**src/inc/sejc_map.svh**
```systemverilog
// Constants for the servo enable and jog control block.
// Assumes a 100 MHz aclk and an AXI4-Lite register port.
//
// Behaviour
// - After reset show reset, then not-ready, then ready, then await enable.
// - Input mapped to function 1 is servo enable; active powers motor.
// - Panel jog refused while servo enable is active.
// - Jog speed from setpoint, 0 to 6000 rpm, default 100, immediate.
// - Panel jog entry selects jog mode and shows default setpoint.
// - In jog mode up/down adjust speed; set enters jogging, shows jog.
// - Jogging: hold up forward, hold down reverse; release stops at once.
// - Mode key leaves jog; adjusted speed discarded, stored default restored.
// - Input jog works in every control mode.
// - Forward jog input active drives forward at jog speed; inactive stops.
// - Reverse jog input active drives reverse at jog speed; inactive stops.
// - Enable falling while below stationary threshold drops brake same time.
`ifndef SEJC_MAP_SVH
`define SEJC_MAP_SVH
`define SEJC_OFF_CTRL      8'h00
`define SEJC_OFF_SPEED     8'h04
`define SEJC_OFF_THRESH    8'h08
`define SEJC_OFF_FUNSEL    8'h0C
`define SEJC_OFF_STATUS    8'h10
`define SEJC_OFF_CMD       8'h14
`define SEJC_SPEED_MAX     16'h1770
`define SEJC_SPEED_DEF     16'h0064
`define SEJC_THRESH_DEF    16'h001E
`define SEJC_FUN_ENABLE    8'h01
`define SEJC_FUN_FWD       8'h12
`define SEJC_FUN_REV       8'h13
`define SEJC_STEP_MS       16'h0001
`define SEJC_NRD_CYC       16'h0064
`define SEJC_RST_CYC       16'h0064
`define SEJC_RESP_OKAY     2'b00
`define SEJC_RESP_SLVERR   2'b10
`endif

```
**src/inc/sejc_pkg.sv**
```systemverilog
// Types for the servo enable and jog control block.
// Assumes sejc_map.svh supplies the numeric constants.
package sejc_pkg;
   typedef enum logic [5:0] {
      SEJC_RESET = 6'b000001,
      SEJC_NRD   = 6'b000010,
      SEJC_RDY   = 6'b000100,
      SEJC_RUN   = 6'b001000,
      SEJC_JMODE = 6'b010000,
      SEJC_JOG   = 6'b100000
   } sejc_state_t;

   typedef enum logic [1:0] {
      SEJC_DISP_BOOT = 2'b00,
      SEJC_DISP_NRD  = 2'b01,
      SEJC_DISP_RDY  = 2'b10,
      SEJC_DISP_JOG  = 2'b11
   } sejc_disp_t;
endpackage

```
**src/rtl/sejc_top.sv**
```systemverilog
// Servo enable, readiness sequence and jog control with AXI4-Lite registers.
// Assumes di pins and panel keys are asynchronous and synchronised here.
`timescale 1ns/1ns
`include "sejc_map.svh"
module sejc_top
   import sejc_pkg::*;
(
   input  wire logic        aclk,
   input  wire logic        aresetn,
   input  wire logic [3:0]  di_pins,
   input  wire logic        key_up,
   input  wire logic        key_down,
   input  wire logic        key_set,
   input  wire logic        key_mode,
   input  wire logic [15:0] motor_speed,
   input  wire logic [7:0]  s_axi_awaddr,
   input  wire logic        s_axi_awvalid,
   output logic             s_axi_awready,
   input  wire logic [31:0] s_axi_wdata,
   input  wire logic [3:0]  s_axi_wstrb,
   input  wire logic        s_axi_wvalid,
   output logic             s_axi_wready,
   output logic [1:0]       s_axi_bresp,
   output logic             s_axi_bvalid,
   input  wire logic        s_axi_bready,
   input  wire logic [7:0]  s_axi_araddr,
   input  wire logic        s_axi_arvalid,
   output logic             s_axi_arready,
   output logic [31:0]      s_axi_rdata,
   output logic [1:0]       s_axi_rresp,
   output logic             s_axi_rvalid,
   input  wire logic        s_axi_rready,
   output logic             motor_power,
   output logic             brake_release,
   output logic             run_fwd,
   output logic             run_rev,
   output logic [15:0]      speed_cmd,
   output logic [1:0]       disp_code
);

   // ***************************************************************
   // State
   // ***************************************************************
   typedef struct packed {
      logic [7:0]  s1;
      logic [7:0]  s2;
      logic [7:0]  prev;
      sejc_state_t st;
      logic [15:0] cnt;
      logic        ready;
      logic [15:0] speed_set;
      logic [15:0] speed_jog;
      logic [15:0] thresh;
      logic [7:0]  fun0;
      logic [7:0]  fun1;
      logic [7:0]  fun2;
      logic [7:0]  fun3;
      logic        entry_req;
      logic        refused;
      logic        aw_got;
      logic [7:0]  aw_addr;
      logic        w_got;
      logic [31:0] w_data;
      logic [3:0]  w_strb;
      logic        awready;
      logic        wready;
      logic        bvalid;
      logic [1:0]  bresp;
      logic        arready;
      logic        rvalid;
      logic [31:0] rdata;
      logic [1:0]  rresp;
      logic        power;
      logic        brake;
      logic        fwd;
      logic        rev;
      logic [15:0] spd;
      sejc_disp_t  disp;
   } sejc_regs_t;

   sejc_regs_t r;
   sejc_regs_t next_r;

   // Input mapped to a given function, per DI function code
   function automatic logic di_fn(input logic [7:0] code, input sejc_regs_t q);
      di_fn = (q.fun0 == code && q.s2[0]) || (q.fun1 == code && q.s2[1]) ||
              (q.fun2 == code && q.s2[2]) || (q.fun3 == code && q.s2[3]);
   endfunction

   function automatic logic [15:0] clamp_spd(input logic [15:0] v);
      clamp_spd = (v > `SEJC_SPEED_MAX) ? `SEJC_SPEED_MAX : v;
   endfunction

   logic        sv_en;
   logic        jf;
   logic        jr;
   logic        rise_up;
   logic        rise_dn;
   logic        rise_set;
   logic        rise_mode;
   logic        wr_fire;
   logic [31:0] wr_val;

   assign sv_en     = di_fn(`SEJC_FUN_ENABLE, r);
   assign jf        = di_fn(`SEJC_FUN_FWD, r);
   assign jr        = di_fn(`SEJC_FUN_REV, r);
   assign rise_up   = r.s2[4] & ~r.prev[4];
   assign rise_dn   = r.s2[5] & ~r.prev[5];
   assign rise_set  = r.s2[6] & ~r.prev[6];
   assign rise_mode = r.s2[7] & ~r.prev[7];
   assign wr_fire   = r.aw_got & r.w_got & ~r.bvalid;
   assign wr_val    = {{8{r.w_strb[3]}}, {8{r.w_strb[2]}}, {8{r.w_strb[1]}},
                       {8{r.w_strb[0]}}} & r.w_data;

   // ***************************************************************
   // Next state
   // ***************************************************************
   always_comb begin
      next_r = r;
      next_r.s1   = {key_mode, key_set, key_down, key_up, di_pins};
      next_r.s2   = r.s1;
      next_r.prev = r.s2;
      next_r.awready = 1'b0;
      next_r.wready  = 1'b0;
      next_r.arready = 1'b0;

      // Write channel, address and data in either order
      if (s_axi_awvalid && !r.aw_got && !r.awready) begin
         next_r.awready = 1'b1;
         next_r.aw_got  = 1'b1;
         next_r.aw_addr = s_axi_awaddr;
      end
      if (s_axi_wvalid && !r.w_got && !r.wready) begin
         next_r.wready = 1'b1;
         next_r.w_got  = 1'b1;
         next_r.w_data = s_axi_wdata;
         next_r.w_strb = s_axi_wstrb;
      end
      if (wr_fire) begin
         next_r.bvalid = 1'b1;
         next_r.bresp  = `SEJC_RESP_OKAY;
         case (r.aw_addr)
            `SEJC_OFF_CTRL: next_r.entry_req = r.entry_req | wr_val[0];
            `SEJC_OFF_SPEED: next_r.speed_set = clamp_spd(wr_val[15:0]);
            `SEJC_OFF_THRESH: next_r.thresh = wr_val[15:0];
            `SEJC_OFF_FUNSEL: begin
               next_r.fun0 = wr_val[7:0];
               next_r.fun1 = wr_val[15:8];
               next_r.fun2 = wr_val[23:16];
               next_r.fun3 = wr_val[31:24];
            end
            `SEJC_OFF_STATUS: next_r.refused = r.refused & ~wr_val[8];
            `SEJC_OFF_CMD: ;
            default: next_r.bresp = `SEJC_RESP_SLVERR;
         endcase
      end
      if (r.bvalid && s_axi_bready) begin
         next_r.bvalid = 1'b0;
         next_r.aw_got = 1'b0;
         next_r.w_got  = 1'b0;
      end

      // Read channel
      if (s_axi_arvalid && !r.rvalid && !r.arready) begin
         next_r.arready = 1'b1;
         next_r.rvalid  = 1'b1;
         next_r.rresp   = `SEJC_RESP_OKAY;
         case (s_axi_araddr)
            `SEJC_OFF_CTRL:   next_r.rdata = 32'h0000_0000;
            `SEJC_OFF_SPEED:  next_r.rdata = {16'h0000, r.speed_set};
            `SEJC_OFF_THRESH: next_r.rdata = {16'h0000, r.thresh};
            `SEJC_OFF_FUNSEL: next_r.rdata = {r.fun3, r.fun2, r.fun1, r.fun0};
            `SEJC_OFF_STATUS: next_r.rdata = {20'h0_0000, r.disp, 1'b0,
                                              r.refused, r.st, r.ready, sv_en};
            `SEJC_OFF_CMD:    next_r.rdata = {12'h000, r.rev, r.fwd, r.brake,
                                              r.power, r.spd};
            default: begin
               next_r.rdata = 32'h0000_0000;
               next_r.rresp = `SEJC_RESP_SLVERR;
            end
         endcase
      end
      if (r.rvalid && s_axi_rready) begin
         next_r.rvalid = 1'b0;
      end

      next_r.fwd = 1'b0;
      next_r.rev = 1'b0;
      next_r.spd = 16'h0000;
      case (r.st)
         SEJC_RESET: begin
            next_r.disp = SEJC_DISP_BOOT;
            next_r.cnt  = r.cnt + 16'h0001;
            if (r.cnt == `SEJC_RST_CYC) begin
               next_r.st  = SEJC_NRD;
               next_r.cnt = 16'h0000;
            end
         end
         SEJC_NRD: begin
            next_r.disp = SEJC_DISP_NRD;
            next_r.cnt  = r.cnt + 16'h0001;
            if (r.cnt == `SEJC_NRD_CYC) begin
               next_r.st    = SEJC_RDY;
               next_r.ready = 1'b1;
            end
         end
         SEJC_RDY, SEJC_RUN: begin
            next_r.disp = SEJC_DISP_RDY;
            next_r.st   = sv_en ? SEJC_RUN : SEJC_RDY;
            if (r.entry_req) begin
               next_r.entry_req = 1'b0;
               if (sv_en) begin
                  next_r.refused = 1'b1;
               end else begin
                  next_r.st        = SEJC_JMODE;
                  next_r.speed_jog = r.speed_set;
               end
            end
            // Input jog irrespective of control mode
            if (sv_en && jf && !jr) begin
               next_r.fwd = 1'b1;
               next_r.spd = r.speed_set;
            end else if (sv_en && jr && !jf) begin
               next_r.rev = 1'b1;
               next_r.spd = r.speed_set;
            end
         end
         SEJC_JMODE, SEJC_JOG: begin
            next_r.entry_req = 1'b0;
            next_r.disp = (r.st == SEJC_JOG) ? SEJC_DISP_JOG : SEJC_DISP_RDY;
            if (rise_mode || sv_en) begin
               next_r.st = SEJC_RDY;
            end else if (r.st == SEJC_JMODE) begin
               if (rise_up) begin
                  next_r.speed_jog = clamp_spd(r.speed_jog + `SEJC_STEP_MS);
               end else if (rise_dn && r.speed_jog != 16'h0000) begin
                  next_r.speed_jog = r.speed_jog - `SEJC_STEP_MS;
               end else if (rise_set) begin
                  next_r.st = SEJC_JOG;
               end
            end else if (r.s2[4] && !r.s2[5]) begin
               next_r.fwd = 1'b1;
               next_r.spd = r.speed_jog;
            end else if (r.s2[5] && !r.s2[4]) begin
               next_r.rev = 1'b1;
               next_r.spd = r.speed_jog;
            end
         end
         default: next_r.st = SEJC_RESET;
      endcase

      // Power follows enable, or panel jogging
      next_r.power = (next_r.st == SEJC_RUN) || (next_r.st == SEJC_JOG);
      if (next_r.power && !r.power) begin
         next_r.brake = 1'b1;
      end else if (r.power && !next_r.power && motor_speed < r.thresh) begin
         next_r.brake = 1'b0;
      end else if (!next_r.power) begin
         next_r.brake = 1'b0;
      end
   end

   always_ff @(posedge aclk) begin
      if (!aresetn) begin
         r           <= '0;
         r.st        <= SEJC_RESET;
         r.speed_set <= `SEJC_SPEED_DEF;
         r.speed_jog <= `SEJC_SPEED_DEF;
         r.thresh    <= `SEJC_THRESH_DEF;
         r.fun0      <= `SEJC_FUN_ENABLE;
         r.fun1      <= `SEJC_FUN_FWD;
         r.fun2      <= `SEJC_FUN_REV;
      end else begin
         r <= next_r;
      end
   end

   assign s_axi_awready = r.awready;
   assign s_axi_wready  = r.wready;
   assign s_axi_bvalid  = r.bvalid;
   assign s_axi_bresp   = r.bresp;
   assign s_axi_arready = r.arready;
   assign s_axi_rvalid  = r.rvalid;
   assign s_axi_rdata   = r.rdata;
   assign s_axi_rresp   = r.rresp;
   assign motor_power   = r.power;
   assign brake_release = r.brake;
   assign run_fwd       = r.fwd;
   assign run_rev       = r.rev;
   assign speed_cmd     = r.spd;
   assign disp_code     = r.disp;

   // ***************************************************************
   // Assertions
   // ***************************************************************
   property p_boot_order;
      @(posedge aclk) disable iff (!aresetn)
      (r.st == SEJC_RDY) |-> $past(r.st) != SEJC_RESET;
   endproperty
   a_boot_order: assert property (p_boot_order) else $error("ready before not-ready");

   property p_power_en;
      @(posedge aclk) disable iff (!aresetn)
      (r.st == SEJC_RUN) |-> r.power;
   endproperty
   a_power_en: assert property (p_power_en) else $error("enable did not power");

   property p_refuse;
      @(posedge aclk) disable iff (!aresetn)
      (r.entry_req && sv_en && r.st == SEJC_RUN) |=> r.refused && r.st != SEJC_JMODE;
   endproperty
   a_refuse: assert property (p_refuse) else $error("jog not refused");

   property p_speed_max;
      @(posedge aclk) disable iff (!aresetn)
      r.speed_set <= `SEJC_SPEED_MAX;
   endproperty
   a_speed_max: assert property (p_speed_max) else $error("speed above range");

   property p_mode_exit;
      @(posedge aclk) disable iff (!aresetn)
      (r.st == SEJC_JOG && rise_mode) |=> r.st == SEJC_RDY ##1 !r.fwd && !r.rev;
   endproperty
   a_mode_exit: assert property (p_mode_exit) else $error("mode key ignored");

   property p_fwd;
      @(posedge aclk) disable iff (!aresetn)
      (r.st == SEJC_RUN && sv_en && jf && !jr) |=> r.fwd && r.spd == $past(r.speed_set);
   endproperty
   a_fwd: assert property (p_fwd) else $error("forward jog missing");

   property p_rev;
      @(posedge aclk) disable iff (!aresetn)
      (r.st == SEJC_RUN && sv_en && jr && !jf) |=> r.rev && !r.fwd;
   endproperty
   a_rev: assert property (p_rev) else $error("reverse jog missing");

   property p_both;
      @(posedge aclk) disable iff (!aresetn)
      (r.st == SEJC_RUN && jf && jr) |=> !r.fwd && !r.rev && r.spd == 16'h0000;
   endproperty
   a_both: assert property (p_both) else $error("both jog inputs ran");

   property p_brake;
      @(posedge aclk) disable iff (!aresetn)
      ($fell(r.power)) |-> !r.brake;
   endproperty
   a_brake: assert property (p_brake) else $error("brake held after power off");

   c_ready: cover property (@(posedge aclk) disable iff (!aresetn) r.st == SEJC_RDY);
   c_jog: cover property (@(posedge aclk) disable iff (!aresetn) r.st == SEJC_JOG && r.fwd);
   c_dirun: cover property (@(posedge aclk) disable iff (!aresetn) r.st == SEJC_RUN && r.rev);

endmodule // sejc_top

```
**config.mk**
```make
export PLATFORM = sky130hd
export DESIGN_NAME = sejc_top
export DESIGN_NICKNAME = d
export VERILOG_FILES = /design/src/inc/sejc_pkg.sv /design/src/rtl/sejc_top.sv
export VERILOG_INCLUDE_DIRS = /design/src /design/src/inc
export SDC_FILE = /design/constraint.sdc
export NUM_CORES = 1
export LEC_CHECK = 0
export ABC_AREA = 1
export BUFFER_PORTS_ARGS = -buffer_cell sky130_fd_sc_hd__buf_2
export CORE_UTILIZATION = 52
export CTS_CLUSTER_SIZE = 20
export DETAILED_ROUTE_END_ITERATION = 10
export PLACE_DENSITY_LB_ADDON = 0.12
export SYNTH_ARGS = -nofsm -noshare
export SYNTH_HDL_FRONTEND = slang
export SYNTH_SLANG_ARGS = --single-unit
```
**constraint.sdc**
```tcl
create_clock -name aclk -period 2 [get_ports aclk]
set_clock_uncertainty 0.2 [all_clocks]
set_input_delay 0.1 -clock aclk [delete_from_list [all_inputs] [get_ports aclk]]
set_output_delay 0.1 -clock aclk [all_outputs]
set_load 0.02 [all_outputs]
```
Word level (Yosys, flattened, before mapping) --
Index checks and enable logic that the tools add are counted.
Storage, ports and cells: bits in registers 238, input port bits 83, output and inout bits 63
Operators by class: reduce and logical (&&, ||, !) cells 70, bitwise gates (word level) 16, muxes and demuxes 50, add/sub/neg operators 3, $lt $le $gt $ge 3, equality and inequality tests 37
Operators by type and width (number):
- 16-bit 2-to-1 mux | 10
- 32-bit one-hot mux with 5 select lines | 1
- 8-bit by 5-bit equality test with 1-bit output (second input constant) | 12
- 16-bit one-hot mux with 2 select lines | 2
- 18-bit 2-to-1 mux | 2
- 36-bit 2-to-1 mux | 1
- 6-bit 2-to-1 mux | 6
- 18-bit one-hot mux with 2 select lines | 1
- 17-bit 2-to-1 mux | 2
- 16-bit by 1-bit adder with 16-bit output (second input constant) | 2
- 32-bit bitwise AND | 1
- 8-bit by 1-bit equality test with 1-bit output (second input constant) | 4
- 8-bit by 4-bit equality test with 1-bit output (second input constant) | 4
- 16-bit by 13-bit > comparator with 1-bit output (second input constant) | 2
- 1-bit logical AND | 30
- 6-bit one-hot mux with 4 select lines | 1
- 22-bit 2-to-1 mux | 1
- 16-bit by 7-bit equality test with 1-bit output (second input constant) | 1
- 8-bit by 3-bit equality test with 1-bit output (second input constant) | 2
- 8-bit zero test | 2
- 16-bit less-than comparator | 1
- 16-bit nonzero test | 1
- 16-bit by 1-bit subtractor with 16-bit output (second input constant) | 1
- 1-bit 2-to-1 mux | 14
- 25 further kinds | 75

Logic depth before layout (Yosys ltp) --
Gate-level depths: netlist of the first run.
word-level depth 16, mapped depth 17, mapped depth without buffers 17

Worst setup path before layout of the first run --
Ideal clock, no wire load.
path type register -> register, start point reg r[159] (netlist name), end point reg r[161] (netlist name), data arrival time 1757 ps, setup slack -91 ps, data required time 1667 ps, cell stages (with the launch flop) 13, library setup time 133 ps, period minus slack after synthesis 2091 ps, cells stage by stage dfxtp_1 > inv_1 > ha_1 > nand4_1 > nor2_2 > nand3_1 > o21ai_1 > nand3_1 > nand3_4 > buf_6 > nor2_1 > nand2_1 > nand3_1
On the way: longest elaborated chain between the ends 7, elaborated cells on any way between the ends 13, classes of those cells add/sub: 2; order compare: 1; eq/ne: 1; mux: 6; reduce/logical: 3
Ends and longest elaborated chain:
- from (decl) | line sejc_top.sv:81 | sejc_regs_t r;
- from (signal assigned) | line sejc_top.sv:274 | r <= next_r;
- 16-bit by 1-bit adder with 16-bit output (no source line)
- 16-bit by 13-bit > comparator with 1-bit output (no source line)
- 16-bit 2-to-1 mux | line sejc_top.sv:91 | clamp_spd = (v > `SEJC_SPEED_MAX) ? `SEJC_SPEED_MAX : v;
- 16-bit 2-to-1 mux | line sejc_top.sv:234 | if (rise_up) begin
- 16-bit 2-to-1 mux | line sejc_top.sv:233 | end else if (r.st == SEJC_JMODE) begin
- 16-bit 2-to-1 mux | line sejc_top.sv:231 | if (rise_mode || sv_en) begin
- 16-bit one-hot mux with 2 select lines | line sejc_top.sv:190 | case (r.st)
Parallel ways exist; a longest one is shown, timed or not. The select of a mux whose other input is x is not followed. A chain may end at the register's enable or synchronous reset.

Worst setup path in the final report of the first run --
start point reg r[212] (netlist name), end point reg r (netlist bit speed_cmd[2])
On the way: longest elaborated chain between the ends 4, elaborated cells on any way between the ends 9, classes of those cells eq/ne: 4; mux: 3; reduce/logical: 2
Ends and longest elaborated chain (line):
- 6-bit by 5-bit equality test with 1-bit output | sejc_top.sv:190, sejc_top.sv:233
- 18-bit 2-to-1 mux | sejc_top.sv:233
- 18-bit 2-to-1 mux | sejc_top.sv:231
- 18-bit one-hot mux with 2 select lines (*) | sejc_top.sv:190
Every way passes the cells marked *; elsewhere a longest branch is shown, timed or not.

==> impl_metrics.tcl, run 1 <==
set metrics [dict create \
    status "finished with violations" \
    violations "setup timing" \
    hold_viol 0 \
    worstSetupPathType "reg2reg" \
    utilization_pct 77.8 \
    antenna_found_initial 1 \
    grt_pass1_vias 11200 \
    clock_latency_ns 0.53 \
    hp-class "in2reg" \
    p_sw_share_pct 24.3 \
    ir_drop_mv 0.735 \
    rows 52 \
    crit_fanout 8 \
    seqPwrFrac_pct 44.6 \
    rsz0062_at_grt "yes" \
    internal_power_w 0.00831 \
    min_period_ns 2.22 \
    clockPowerShare_pct 45.2 \
    yosys_warnings 0 \
    clk_path_buf_depth 3 \
    wl_per_cell_um 18.1 \
    gp_congestion 0.943 \
    dpl_worst_slack_ns -0.306 \
    synth-adder-area-share_pct 0.572 \
    report.power.total_w 0.0110 \
    layout.cells.non_filler 2175 \
    die_y_um 147 \
    synth_top_area_share_pct 42.5 \
    fp.coreArea_um2 20400 \
    chipWidth_um 147 \
    synth_simple_gate_area_share_pct 24.0 \
    cts.reportedPaths.clkPinSlew_ns 0.06 \
    setup_viol 43 \
    antenna_left 0 \
    h-tree-depth 1 \
    numCtsBuffers 25 \
    report.final.slew_viol_count 0 \
    critPathRequiredTime_ns 2.24 \
    arrival_ns 2.46 \
    startpoint_type "flip-flop" \
    fmax_mhz 450 \
    cellLeakagePower_nw 7.24 \
    synth_compound_area_share_pct 19.0 \
    nets 1977 \
    dieArea_um2 21600 \
    synth-seq-area-share_pct 42.5 \
    boundaryPins 146 \
    powerDensity_nw_per_um2 691 \
    cp-end-kind "flip-flop" \
    grt_pass1_wl_um 56700 \
    synth_seq_cells 232 \
    syn_inst 1535 \
    start_util_pct 53.6 \
    syn2layout_area_growth_pct 45.2 \
    syn_avg_cell_area_um2 7.13 \
    overflow 0 \
    drtIter0Drc 1092 \
    muxShareOfSynthArea_pct 0 \
    grtUsageTotal_pct 32.8 \
    cts_sinks 232 \
    syn_area_um2 10900 \
    place.detailed.hpwl_um 23500 \
    cts_root_buf "clkbuf_16" \
    num-fill-cells 1443 \
    first_pass_iters 6 \
    netlist_top_cells_area "dfxtp_1, nand2_1, a21oi_1, inv_1, o21ai_0" \
    grt_max_degree 81 \
    synth_top_family_by_area "simple AND/OR/NAND/NOR gates" \
    routed_wl_um 39400 \
    numPlacedInstances 1974 \
    fin_ws_ns -0.221 \
    p_switching_w 0.00266 \
    ys_types 50 \
    drv_cap 0 \
    fin_crit_sh_pct 111 \
    viasPerCell 5.58 \
    synth_top_area_cell "dfxtp_1" \
    vias 12100 \
    synth_xor_area_share_pct 0.640 \
    p_comb_share_pct 10.2 \
    drive_above_1_share_pct 30.6 \
    io_buffers 127 \
    cts_tree "done" \
    drc_errors 0 \
]
[logic make-up after synthesis]
group                      Yosys count
DFF                                232
adders and majority gates            5
xor gates and xnor gates             8
and+or+nand+nor                    594
AOI/OAI and AO/OA                  373
other                                1
buffers and inverters              322
[per-stage QoR]
step	TNS (ns)	instance area, um2	hold WS [ns]
final	-6.22	15900	0.0456
after global routing	-10.28	15900	0.0874
after CTS	-2.29	15100	0.00464
after detailed placement	-6.09	12600	0.0887
after global placement	-3.98	12600	0.0806
after floorplan	0	11000	-0.00237
[timing repair]
action / CTS / global route
hold buffers: 109 / 1
endpoints found under the hold margin: 146 / 3
gates resized for setup: 96 / 191
gates cloned: 4 / 5
endpoints found under the setup margin: 38 / 127
pin swaps: 29 / 53
setup buffers: 20 / 24
[metal layers]
metal,track usage (%),up-vias,wire length (um)
li1,-,5749,-
met1,45.1,5646,16400
met2,52.4,593,18100
met3,4.72,142,3310
met4,11.4,0,1630
met5,0,-,0
[power groups by stage]
stage	Combinational [W]	Clock [W]	Sequential, W
global placement	0.000694	0	0.00497
CTS	0.000904	0.00494	0.00486
floorplan	0.000478	0	0.00494
detailed placement	0.000703	0	0.00497
finish	0.00112	0.00496	0.00489
global route	0.00120	0.00516	0.00490
[placed cells by master, fill, tap and decap left out, types with 5 or more instances in the layout]
cell	instances
dfxtp_4	7
inv_2	10
dlygate4sd3_1	76
buf_6	15
a31oi_1	24
nand3_2	7
o221ai_1	5
dfxtp_1	214
nand3_4	9
a21oi_1	153
o211ai_1	13
nor2_1	77
nand4_1	18
dlymetal6s4s_1	29
a21oi_2	19
nor3_1	26
dfxtp_2	11
nor3_2	10
nand2_1	264
o21ai_1	22
nor4_1	5
a211oi_1	15
nand2_2	36
buf_4	189
bufinv_16	5
nor2_4	11
buf_2	128
o31ai_1	7
clkbuf_16	29
o2111ai_1	5
nand3_1	74
nor2_2	24
o21ai_0	79
buf_12	10
o21ai_2	8
inv_1	175
nand2_4	14
[cell usage after synthesis (all sizes together)]
| cell type | instances |
|---|---|
| dfxtp | 232 |
| nand3 | 87 |
| o21bai | 3 |
| ha | 5 |
| clkbuf | 53 |
| xnor2 | 2 |
| o22ai | 4 |
| o221ai | 5 |
| a221oi | 1 |
| a21oi | 174 |
| clkinv | 5 |
| nor3b | 5 |
| and3 | 3 |
| a41oi | 2 |
| o31ai | 8 |
| conb | 1 |
| xor2 | 6 |
| nor2 | 112 |
| a211oi | 17 |
| o2111ai | 5 |
| nor3 | 38 |
| o41ai | 1 |
| o21a | 3 |
| nand4 | 18 |
| nor4 | 11 |
| or2 | 3 |
| buf | 76 |
| o21ai | 110 |
| o211ai | 13 |
| o211a | 2 |
| inv | 188 |
| nand2 | 314 |
| a31oi | 25 |
| nand3b | 3 |
[critical path, stage by stage, from the launching register on]
cell and delay, ns:
dfxtp_2 0.34, nor2_4 0.12, nand2_2 0.08, nor4_4 0.29
buf_4 0.19, nand2_4 0.05, buf_6 0.12, inv_4 0.06
nand3b_1 0.15, nand2_4 0.14, clkbuf_16 0.18, nand2_4 0.06
a21oi_2 0.16
[worst paths after layout]
check,from,to,slack [ns],cells past startpoint
hold reg to reg,next_r[229],next_r[221],0.21,2
setup reg to reg,r[212],speed_cmd[2],-0.22,12
setup / recovery,r[212],speed_cmd[2],-0.22,12
hold / removal,s_axi_araddr[7],s_axi_rdata[16],0.05,8
[registers in the layout, indices dropped and copies added, names as in the netlist]
register / cells
s_axi_rdata: 32
s_axi_rresp: 1
speed_cmd: 16
s_axi_rvalid: 1
brake_release: 1
run_rev: 1
s_axi_arready: 1
r: 155
next_r: 16
s_axi_awready: 1
s_axi_bvalid: 1
s_axi_bresp: 1
run_fwd: 1
s_axi_wready: 1
motor_power: 1
disp_code: 2
[cell type report]
class / instances / area [um2] / share of cell area (%)
antenna: 1 / 2.50 / 0.0158
clock buffer: 32 / 682 / 4.29
clock inverter: 10 / 181 / 1.14
inverter: 193 / 751 / 4.73
multi-input combinational: 985 / 5580 / 35.1
sequential: 232 / 4680 / 29.5
tap: 270 / 338 / 2.13
timing repair buffer: 452 / 3670 / 23.1
Note: power is estimated with default switching activity, not from simulation.
==> inputs of run 2 (changes only) <==
Settings changed: ABC_AREA 1 to 0, GPL_TIMING_DRIVEN from default to 0.
==> impl_metrics.tcl, run 2 <==
set metrics [dict create \
    clockPowerShare_pct 42.2 \
    syn_inst 1319 \
    dieArea_um2 21000 \
    cts_tree "done" \
    crit_fanout 2 \
    reg2reg_depth 8 \
    place.detailed.hpwl_um 24500 \
    routed_wl_um 39500 \
    rows 51 \
    syn_avg_cell_area_um2 8.06 \
    drv_cap 0 \
    worst_pin_slew_ns 1.04 \
    hold_depth 5 \
    dpl-instance-area_um2 12000 \
    synth_seq_cells 232 \
    drc_errors 0 \
    p_switching_w 0.00262 \
    report.power.total_w 0.0101 \
    first_pass_iters 7 \
    setup_viol 123 \
    num-fill-cells 1276 \
    status "finished with violations" \
    vias 11400 \
    worstSetupPathType "reg2reg" \
    cts_sinks 232 \
    utilization_pct 78.3 \
    fin_ws_ns -0.866 \
    cellLeakagePower_nw 5.98 \
    violations "setup timing" \
    largest_register "r" \
    h-tree-depth 1 \
    netlist_top_cells_area "dfxtp_1, a21oi_1, nand2_1, nor2_1, buf_4" \
    gp_congestion 0.953 \
    p_comb_share_pct 9.8 \
    hold_viol 0 \
    internal_power_w 0.00749 \
    layout_commonest_cell "dfxtp_1" \
    synth-seq-area-share_pct 43.7 \
    boundaryPins 146 \
    hold_slack_ns 0.0795 \
    drive_above_1_share_pct 38.0 \
    ir_drop_mv 0.606 \
    grt_pass1_vias 10400 \
    regArea_um2 4690 \
    critPathRequiredTime_ns 2.25 \
    syn_area_um2 10600 \
    drtIter0Drc 1000 \
    die_y_um 145 \
    fmax_mhz 349 \
    layout_common_cells "dfxtp_1, nor2_1, nand2_1" \
    io_buffers 126 \
    synth_top_area_cell "dfxtp_1" \
    antenna_found_initial 1 \
    syn2layout_area_growth_pct 45.6 \
    synth-async-reset-ratio_pct 0 \
    report.final.slew_viol_count 0 \
    cts.reportedPaths.clkPinSlew_ns 0.06 \
    seqPwrFrac_pct 48.1 \
    cp-end-kind "flip-flop" \
    arrival_ns 3.12 \
    startpoint_type "flip-flop" \
    grt_pass1_wl_um 56500 \
    powerDensity_nw_per_um2 653 \
    hp-class "in2reg" \
    wl_per_cell_um 21.0 \
    numCtsBuffers 24 \
    grtUsageTotal_pct 33.9 \
    viasPerCell 6.07 \
    overflow 0 \
    grt_max_degree 15 \
    yosysMostFrequentCell "dfxtp_1" \
    multi_input_area_um2 6660 \
    fp.coreArea_um2 19800 \
    p_sw_share_pct 25.9 \
    start_util_pct 53.8 \
    rsz0062_at_grt "yes" \
    ys_types 70 \
    ys_top_cells_by_count "dfxtp_1, nand2_1, nor2_1" \
    largest_reg_flops 155 \
    fin_crit_sh_pct 143 \
    max_slew_margin_pct 30.8 \
    chipWidth_um 145 \
    fin_area_um2 15500 \
    synth_top_area_share_pct 43.7 \
    clk_path_buf_depth 3 \
    ys.flop_type "dfxtp_1" \
    clock_latency_ns 0.55 \
    synth_edf_count 0 \
    antenna_left 0 \
    cts_root_buf "clkbuf_16" \
    yosys_warnings 0 \
    min_period_ns 2.87 \
    nets 1687 \
]
==> run 2: cell types whose count changed after synthesis, moves of 38 or more <==
cell / previous run / this run
clkbuf_1: 52 / 90
nor2_1: 100 / 152
inv_1: 186 / 11
nand2_1: 309 / 167
o21ai_0: 109 / 30
a21oi_1: 174 / 130
==> run 2: what timing repair did <==
action	CTS	global route
gates cloned	12	2
pin swaps	50	62
setup endpoints to repair	158	188
buffers inserted	40	32
hold buffers	60	0
endpoints found under the hold margin	68	0
gates resized for setup	188	203
==> run 2: final timing paths <==
path         slack, ns         endpoint            start
min               0.08  s_axi_rdata[17]  s_axi_araddr[3]
min reg2reg       0.25      next_r[214]      next_r[222]
max              -0.87    brake_release           r[166]
max reg2reg      -0.87    brake_release           r[166]
==> run 2: layout make-up <==
class,count,area share (%)
clock buffer,31,4.24
timing repair buffer,261,13.2
clock inverter,11,0.461
tap,265,2.14
inverter,13,0.315
buffer,142,6.38
antenna,1,0.0162
sequential,232,30.3
multi-input combinational,925,43.0
==> run 2: kinds of logic (layout without fill, tap and decap cells) <==
kind of cell | Yosys count | in the layout | share of synthesized area [%]
buffers and inverters | 165 | 458 | 7.75
other | 1 | 3 | 0.0353
XOR/XNOR | 30 | 30 | 2.47
flip-flops | 232 | 232 | 43.7
multiplexers | 25 | 25 | 2.36
AO/OA/AOI/OAI | 306 | 306 | 18.3
AND/OR/NAND/NOR | 555 | 557 | 24.8
adder cells (fa/ha/maj) | 5 | 5 | 0.588
==> run 2: metrics by stage <==
stage	TNS, ns	setup WS, ns	cells
floorplan	-32.26	-0.766	1320
global placement	-85.19	-1.25	1711
detailed placement	-86.72	-1.27	1711
CTS	-58.10	-0.857	1858
global route	-76.11	-0.943	1880
finish	-68.21	-0.866	1881
==> run 2: worst max-delay path, cell delays in order (launching register included) <==
cell	delay [ns]
dfxtp_2	0.33
or4_4	0.53
or3_4	0.37
o31ai_4	0.24
nand4b_1	0.17
a32o_2	0.30
o22a_1	0.16
or3_4	0.37
nor3_2	0.11
==> run 2: power groups by stage <==
stage,Combinational (W),Sequential [W],Clock (W)
after floorplan,0.000473,0.00492,0
after global placement,0.000718,0.00493,0
after detailed placement,0.000723,0.00493,0
after CTS,0.000903,0.00484,0.00422
after global routing,0.00106,0.00487,0.00441
final,0.000988,0.00486,0.00426
==> run 2: metal layers <==
| layer | vias to the layer above | share of wire [%] | wire [um] | global-route usage, % |
|---|---|---|---|---|
| met4 | 0 | 6.4 | 2510 | 15.9 |
| met1 | 5425 | 38 | 15000 | 41.6 |
| met2 | 668 | 47 | 18600 | 56.7 |
| met3 | 178 | 8.5 | 3370 | 7.20 |
| met5 | - | 0 | 0 | 0 |
| li1 | 5153 | - | - | - |
